### config.mk
export PLATFORM = sky130hd
export DESIGN_NAME = atb_time_base
export DESIGN_NICKNAME = d
export VERILOG_FILES = /design/src/shared/atb_pkg.sv /design/src/shared/atb_tick_if.sv /design/src/hw/atb_prescaler.sv /design/src/hw/atb_time_base.sv
export SDC_FILE = /design/constraint.sdc
export NUM_CORES = 1
export LEC_CHECK = 0
export BUFFER_PORTS_ARGS = -buffer_cell sky130_fd_sc_hd__buf_2
export CAP_MARGIN = 20
export CORE_MARGIN = 2
export CORE_UTILIZATION = 60
export DETAILED_ROUTE_END_ITERATION = 10
export HOLD_SLACK_MARGIN = 0.03
export PLACE_DENSITY = 0.95
export SLEW_MARGIN = 20
export SYNTH_ARGS = -nofsm -noshare
export SYNTH_HDL_FRONTEND = slang
export SYNTH_SLANG_ARGS = --single-unit
### constraint.sdc
create_clock -name clock -period 9.8 [get_ports clock]
set_clock_uncertainty 0.1 [all_clocks]
set_input_delay 1.47 -clock clock [delete_from_list [all_inputs] [get_ports clock]]
set_output_delay 1.47 -clock clock [all_outputs]
set_load 0.03 [all_outputs]
### src/shared/atb_pkg.sv
// Constants and types shared by the timer time-base unit
// ----------------------------------------------------------------------------
// What this block does
// - Sixteen-bit counter with reload value, counting up, down or both.
// - Prescaler divides timer clock by any factor 1 to 65536.
// - Prescaler setting is buffered and takes effect at next update event.
// - Reload writes go to preload; copied immediately or at update per buffering.
// - Counter advances only while enabled; counting starts one cycle after enable.
// - Counter, reload and prescaler readable and writable at any time.
// - Up counting goes 0 to reload, wraps to 0 with overflow.
// - Update on every wrap without repetition, else after programmed periods.
// - Software update-generate bit or slave request makes update; bit self-clears.
// - Update disable blocks wrap updates, not forced ones; up mode still restarts counter and prescaler.
// - With request select, software update transfers registers but sets no flag.
// - Update sets flag, reloads repetition, reload and prescaler buffers.
// - Down counting goes reload to 0, restarts at reload with underflow.
// - Down mode with updates disabled restarts at active reload, prescaler zero.
// - Down mode loads new reload before reloading counter at update.
// - Center mode counts 0 to reload-1 overflow, down to 1 underflow.
// - Center mode ignores direction writes; hardware shows current direction.
// - Center mode updates at overflow and underflow; software update restarts zero.
// - Center mode with updates disabled keeps counting with active reload.
// - Center overflow update refreshes reload before reloading counter.
// - Repetition decrements on overflow up, underflow down, both in center.
// - Forced update is immediate, ignores repetition and reloads it.
// ----------------------------------------------------------------------------
package atb_pkg;
   localparam int CNT_W = 16;
   localparam int REP_W = 8;
   localparam logic [15:0] CNT_RESET = 16'h0000;
   localparam logic [15:0] RELOAD_RESET = 16'hffff;
   localparam logic [15:0] PSC_RESET = 16'h0000;
   localparam logic [7:0] REP_RESET = 8'h00;

   typedef enum logic [1:0] {
      ATB_EDGE = 2'h0,
      ATB_CENTER1 = 2'h1,
      ATB_CENTER2 = 2'h2,
      ATB_CENTER3 = 2'h3
   } atb_align_t;
endpackage : atb_pkg

### src/shared/atb_tick_if.sv
// Tick interface between prescaler and counter core
`timescale 1ns/100ps
`default_nettype none
interface atb_tick_if;
   logic tick;
   logic restart;
   logic load;
   modport pre (output tick, input restart, input load);
   modport core (input tick, output restart, output load);
endinterface : atb_tick_if
`default_nettype wire

### src/hw/atb_prescaler.sv
// Prescaler with buffered divide setting
`timescale 1ns/100ps
`default_nettype none
module atb_prescaler
   import atb_pkg::*;
#(
   parameter int PSC_W = 16
) (
   // Clock and reset
   input wire logic clock,
   input wire logic rst,
   // Control
   input wire logic run,
   input wire logic [PSC_W-1:0] setting,
   atb_tick_if.pre tk
);
   // Counter and setting hold at most sixteen bits
   if (PSC_W < 1 || PSC_W > 16) begin : g_bad_width
      $error("PSC_W out of range");
   end

   logic [PSC_W-1:0] active;
   logic [PSC_W-1:0] count;

   // Buffered ratio, loaded only on update
   always_ff @(posedge clock) begin
      if (rst) begin
         active <= PSC_RESET[PSC_W-1:0];
      end else if (tk.load) begin
         active <= setting;
      end
   end

   always_ff @(posedge clock) begin
      if (rst || tk.restart) begin
         count <= '0;
      end else if (run) begin
         count <= (count >= active) ? '0 : count + 1'b1;
      end
   end

   // Core masks ticks under a forced update, keeping this path loop-free
   assign tk.tick = run && (count >= active);
endmodule : atb_prescaler
`default_nettype wire

### src/hw/atb_time_base.sv
// Time-base unit: counter, reload, repetition and update logic
`timescale 1ns/100ps
`default_nettype none
module atb_time_base
   import atb_pkg::*;
#(
   parameter int PSC_W = 16
) (
   // Clock and reset
   input wire logic clock,
   input wire logic rst,
   // Control bits
   input wire logic counter_enable,
   input wire logic update_disable,
   input wire logic update_request_select,
   input wire logic reload_buffer_enable,
   input wire logic [1:0] align_mode,
   input wire logic dir_down_wr,
   input wire logic dir_wr,
   // Event triggers
   input wire logic update_generate,
   input wire logic slave_update,
   // Register writes
   input wire logic counter_wr,
   input wire logic [15:0] counter_wdata,
   input wire logic reload_wr,
   input wire logic [15:0] reload_wdata,
   input wire logic prescale_wr,
   input wire logic [15:0] prescale_wdata,
   input wire logic repeat_wr,
   input wire logic [7:0] repeat_wdata,
   input wire logic flag_clear,
   // Register reads and status
   output logic [15:0] counter_value_reg,
   output logic [15:0] reload_value_reg,
   output logic [15:0] prescale_setting_reg,
   output logic [7:0] repeat_count_reg,
   output logic [15:0] reload_active,
   output logic [7:0] repeat_remaining,
   output logic dir_down,
   output logic update_flag,
   output logic update_event,
   output logic overflow,
   output logic underflow
);
   // Prescale setting port is sixteen bits wide
   if (PSC_W != 16) begin : g_bad_width
      $error("PSC_W must be 16");
   end

   atb_tick_if tk ();
   logic run;
   logic center;
   logic sw_upd;
   logic ovf;
   logic unf;
   logic wrap;
   logic rep_zero;
   logic hw_upd;
   logic upd;
   logic [15:0] next_cnt;
   logic next_dir;
   logic [15:0] next_reload;

   // ------------------------------------------------------------------
   // Enable registered: first count one cycle after enable is set
   // ------------------------------------------------------------------
   always_ff @(posedge clock) begin
      if (rst) begin
         run <= 1'b0;
      end else begin
         run <= counter_enable;
      end
   end

   atb_prescaler #(.PSC_W(PSC_W)) atb_prescaler_i (
      .clock(clock),
      .rst(rst),
      .run(run),
      .setting(prescale_setting_reg),
      .tk(tk)
   );

   assign center = (align_mode != ATB_EDGE);
   assign sw_upd = update_generate || slave_update;
   // Wrap detection
   always_comb begin
      ovf = 1'b0;
      unf = 1'b0;
      // Forced update wins over a wrap in the same cycle
      if (tk.tick && !sw_upd) begin
         if (center) begin
            ovf = !dir_down && (counter_value_reg >= reload_active - 16'h0001);
            unf = dir_down && (counter_value_reg <= 16'h0001);
         end else if (!dir_down) begin
            ovf = (counter_value_reg >= reload_active);
         end else begin
            unf = (counter_value_reg == 16'h0000);
         end
      end
   end
   assign wrap = ovf || unf;
   assign rep_zero = (repeat_remaining == 8'h00);
   assign hw_upd = wrap && rep_zero && !update_disable;
   assign upd = hw_upd || sw_upd;
   assign tk.restart = sw_upd || (wrap && !center);
   assign tk.load = upd;

   // ------------------------------------------------------------------
   // Preload registers
   // ------------------------------------------------------------------
   always_ff @(posedge clock) begin
      if (rst) begin
         reload_value_reg <= RELOAD_RESET;
         prescale_setting_reg <= PSC_RESET;
         repeat_count_reg <= REP_RESET;
      end else begin
         if (reload_wr) reload_value_reg <= reload_wdata;
         if (prescale_wr) prescale_setting_reg <= prescale_wdata;
         if (repeat_wr) repeat_count_reg <= repeat_wdata;
      end
   end

   // Active reload: transparent when buffering is off
   always_comb begin
      next_reload = reload_active;
      if (!reload_buffer_enable) begin
         next_reload = reload_wr ? reload_wdata : reload_value_reg;
      end else if (upd) begin
         next_reload = reload_value_reg;
      end
   end

   // Counter restarts read next_reload, so a new period sees the new value
   always_ff @(posedge clock) begin
      if (rst) begin
         reload_active <= RELOAD_RESET;
      end else begin
         reload_active <= next_reload;
      end
   end

   // Repetition down-counter
   always_ff @(posedge clock) begin
      if (rst) begin
         repeat_remaining <= REP_RESET;
      end else if (upd) begin
         repeat_remaining <= repeat_count_reg;
      end else if (wrap && !rep_zero) begin
         repeat_remaining <= repeat_remaining - 8'h01;
      end
   end

   // ------------------------------------------------------------------
   // Counter and direction
   // ------------------------------------------------------------------
   always_comb begin
      next_cnt = counter_value_reg;
      next_dir = dir_down;
      if (!center && dir_wr) begin
         next_dir = dir_down_wr;
      end
      if (sw_upd) begin
         // Forced restart: zero, or reload in down mode
         if (!center && dir_down) begin
            next_cnt = next_reload;
         end else begin
            next_cnt = 16'h0000;
         end
         if (center) next_dir = 1'b0;
      end else if (ovf) begin
         if (center) begin
            next_cnt = next_reload;
            next_dir = 1'b1;
         end else begin
            next_cnt = 16'h0000;
         end
      end else if (unf) begin
         if (center) begin
            next_cnt = 16'h0000;
            next_dir = 1'b0;
         end else begin
            // New reload already visible to the next period
            next_cnt = next_reload;
         end
      end else if (tk.tick) begin
         next_cnt = dir_down ? counter_value_reg - 16'h0001
                             : counter_value_reg + 16'h0001;
      end
      if (counter_wr) begin
         next_cnt = counter_wdata;
      end
   end

   always_ff @(posedge clock) begin
      if (rst) begin
         counter_value_reg <= CNT_RESET;
         dir_down <= 1'b0;
      end else begin
         counter_value_reg <= next_cnt;
         dir_down <= next_dir;
      end
   end

   // ------------------------------------------------------------------
   // Flags and event pulses
   // ------------------------------------------------------------------
   always_ff @(posedge clock) begin
      if (rst) begin
         update_flag <= 1'b0;
      end else if (hw_upd || (sw_upd && !update_request_select)) begin
         update_flag <= 1'b1;
      end else if (flag_clear) begin
         update_flag <= 1'b0;
      end
   end

   always_ff @(posedge clock) begin
      if (rst) begin
         update_event <= 1'b0;
         overflow <= 1'b0;
         underflow <= 1'b0;
      end else begin
         update_event <= upd;
         overflow <= ovf;
         underflow <= unf;
      end
   end
endmodule : atb_time_base
`default_nettype wire

==> flow_summary_export.csv <==
group,metric,value,unit
clock_network,h-tree-depth,4,
route,vias_per_cell,6.651,
critical_path,crit_type,"register to register",
floorplan,initial_core_util,62.05,%
route,drc,0,
global_route,grt_start_max_net_pins,54,
yosys,synth_nets,962,
floorplan,ioPinCount,158,
sta,rsz0062_at_grt,"false",
finish,utilization,73.97,%
critical_path,max_stage_delay,830,ps
flow_run,cap_violations,0,
clock_network,numCtsBuffers,17,
place,place.gp.congestion,0.9996,
power,power_leakage,0.003760,uW
sta,maxSlewViolCount,0,
power,powerDensity,166.4,nW/um^2
route,drt_iter0_markers,875,
power,peakVddDrop,127.9,uV
yosys,synth_seq_area_share,32.92,%
yosys,ys_warn_count,0,
sta,period_minus_slack,5426,ps
critical_path,startpoint,"reload_active[2]",
critical_path,end_kind,"register",
floorplan,die_area,12850,um^2
sta,min_period_over_period,55.37,%
finish,fill_cells,720,
yosys,asyncSetResetFlopFracSynth,0,%
clock_network,hold_buffers,0,
yosys,synth_edf_count,0,
route,vias,7443,
clock_network,cts.sink_count,118,
sta,finalSetupTns,0,ps
clock_network,cts_resized,0,
yosys,synth_ff_type,"dfxtp_1",
sta,hold_viol_final,0,
min_path,hp-start,"atb_prescaler_i.active[11]",
critical_path,worstReg2RegStart,"reload_active[2]",
clock_network,clk_latency,420,ps
sta,final-setup-viol-count,0,
clock_network,postCtsSetupBuffers,0,
finish,nets,1092,
yosys,synth_cell_types,69,
floorplan,core-area,11560,um^2
global_route,grt-ovfl-total,0,
power,total_power,1424,uW
route,wire_per_inst,20.88,um
run_status,status,"finished clean",
clock_network,clock_tree.buffer_depth,2,
min_path,hp-class,"register to register",
finish,layout-drive-gt1-share,22.95,%
place,io_buffers,157,
route,first_pass_iters,6,
finish,area_growth,19.22,%
sta,worst_slew_pin_slew,1034,ps
critical_path,worstSetupStartpointType,"register",
global_route,grt_pass1_wl,35.49,mm
clock_network,cts_tree,"yes",
critical_path,worstPathMaxFanout,22,
yosys,syn_inst,835,
global_route,grt_pass1_vias,6950,
floorplan,dieWidth,113.4,um
floorplan,num_rows,39,
critical_path,slowest_stage,"and4_1",
yosys,syn_avg_cell_area,8.594,um^2
clock_network,cts_root_buf,"clkbuf_16",
global_route,antenna_found_initial,0,
global_route,grt_usage,34.94,%
floorplan,die_y,113.4,um
sta,relSlewSlack,31.10,%
critical_path,worst_ep_required_time,10000,ps
route,totalWireLength,23.36,mm
clock_network,clkSlewWorstSetupHoldPaths,50,ps
place,dp_hpwl,15.61,mm
critical_path,cp_cell_sequence,"inv_1 > nand4_1 > nor2_1 > nand2_1 > nor4_1 > nand3_1 > xnor2_1 > ha_1 > nand4_1 > nor3_1 > or4b_1 > and4_1 > o21ai_4 > and4_1 > a2111oi_0 > o221a_1",
finish,antenna_cells,0,
yosys,syn_area,7176,um^2
route,ant_nets,0,
sta,max_freq,184.3,MHz
critical_path,cp.arrival,5630,ps
sta,hold_ws,398.8,ps
yosys,ys_seq_elements,118,
[layout make-up]
type                       count  area [um^2]  area share (%)
multi-input combinational    609         4375           51.15
sequential                   118         2362           27.61
timing repair buffer         160        828.3           9.683
clock buffer                  22        464.2           5.426
inverter                      59        221.5           2.589
tap                          143        178.9           2.092
clock inverter                 8        123.9           1.448
[critical path: cells and delay by family, from the launching register on]
family	cells	cell delay, ps
buffers and inverters	1	130
adders and majority gates	1	280
and+or+nand+nor	10	3050
DFF	1	350
AOI/OAI and AO/OA	3	1230
xor gates and xnor gates	1	170
[per-stage QoR]
| step | std cells | instance area (um^2) | setup slack, ps |
|---|---|---|---|
| 6_report | 1119 | 8554 | 4374 |
| 5_1_grt | 1119 | 8554 | 4095 |
| 2_1_floorplan | 835 | 7176 | 5772 |
| 4_1_cts | 1118 | 8519 | 4585 |
| 3_3_place_gp | 1088 | 7931 | 4943 |
| 3_5_place_dp | 1088 | 7931 | 4682 |
[layer usage]
metal / share of wire (%) / vias to the layer above / GRT usage [%]
met5: 0 / - / 0
li1: - / 3302 / -
met3: 13 / 115 / 10.87
met1: 39 / 3459 / 45.27
met4: 4.9 / 0 / 17.40
met2: 43 / 567 / 52.69
[cells in the mapped netlist, types with 7 or more instances]
cell type / count / share of area [%]
xor2_1: 19 / 2.3
inv_1: 57 / 3.0
nand2b_1: 9 / 0.78
nand3_1: 13 / 0.91
nand4_1: 19 / 1.7
nor2_1: 100 / 5.2
nand2_1: 53 / 2.8
clkbuf_1: 35 / 1.8
ha_1: 54 / 9.4
mux2i_1: 44 / 6.1
o22ai_1: 17 / 1.5
o21a_1: 16 / 1.7
nor4_1: 7 / 0.61
a311oi_1: 15 / 1.8
o221a_2: 10 / 1.6
o211ai_1: 15 / 1.6
a21oi_1: 29 / 2.0
o31ai_1: 17 / 1.8
dfxtp_1: 118 / 33
xnor2_1: 29 / 3.5
o21ai_0: 38 / 2.7
nor3_1: 13 / 0.91
a2111oi_2: 10 / 2.1
[power breakdown]
group          switching, uW  total, uW  internal (uW)
logic                    162        247           85.4
clock network            219        629            410
registers               42.0        548            506
total                    423       1420           1000
[final timing paths]
kind                                              endpoint  slack (ps)  cells past startpoint
worst max-delay path                  counter_value_reg[7]        4370                     16
worst min-delay path            atb_prescaler_i.active[11]         400                      2
worst max register to register        counter_value_reg[7]        4370                     16
worst min register to register  atb_prescaler_i.active[11]         400                      2
[cell families after synthesis]
| family | count (synthesis) | share of synthesized area, % |
|---|---|---|
| simple gates | 253 | 17.14 |
| compound gates | 210 | 22.14 |
| flops | 118 | 32.92 |
| buf+inv | 108 | 6.382 |
| fa+ha+maj | 54 | 9.416 |
| xor+xnor | 48 | 5.859 |
| mux | 44 | 6.138 |
[placed cells by master, fill, tap and decap left out, types with 7 or more instances in the layout]
cell type / count
a311oi_1: 15
buf_2: 157
nor4_1: 7
xnor2_1: 29
o21a_1: 16
xor2_1: 19
a21oi_1: 28
clkbuf_16: 17
inv_1: 57
o221a_2: 10
nor2_1: 100
o22ai_1: 17
o21ai_0: 38
dfxtp_1: 118
nor3_1: 13
nand2b_1: 9
mux2i_1: 44
o31ai_1: 17
a2111oi_2: 10
o211ai_1: 15
nand4_1: 19
nand2_1: 53
nand3_1: 13
ha_1: 54
Power figures use the tool's default switching activity.
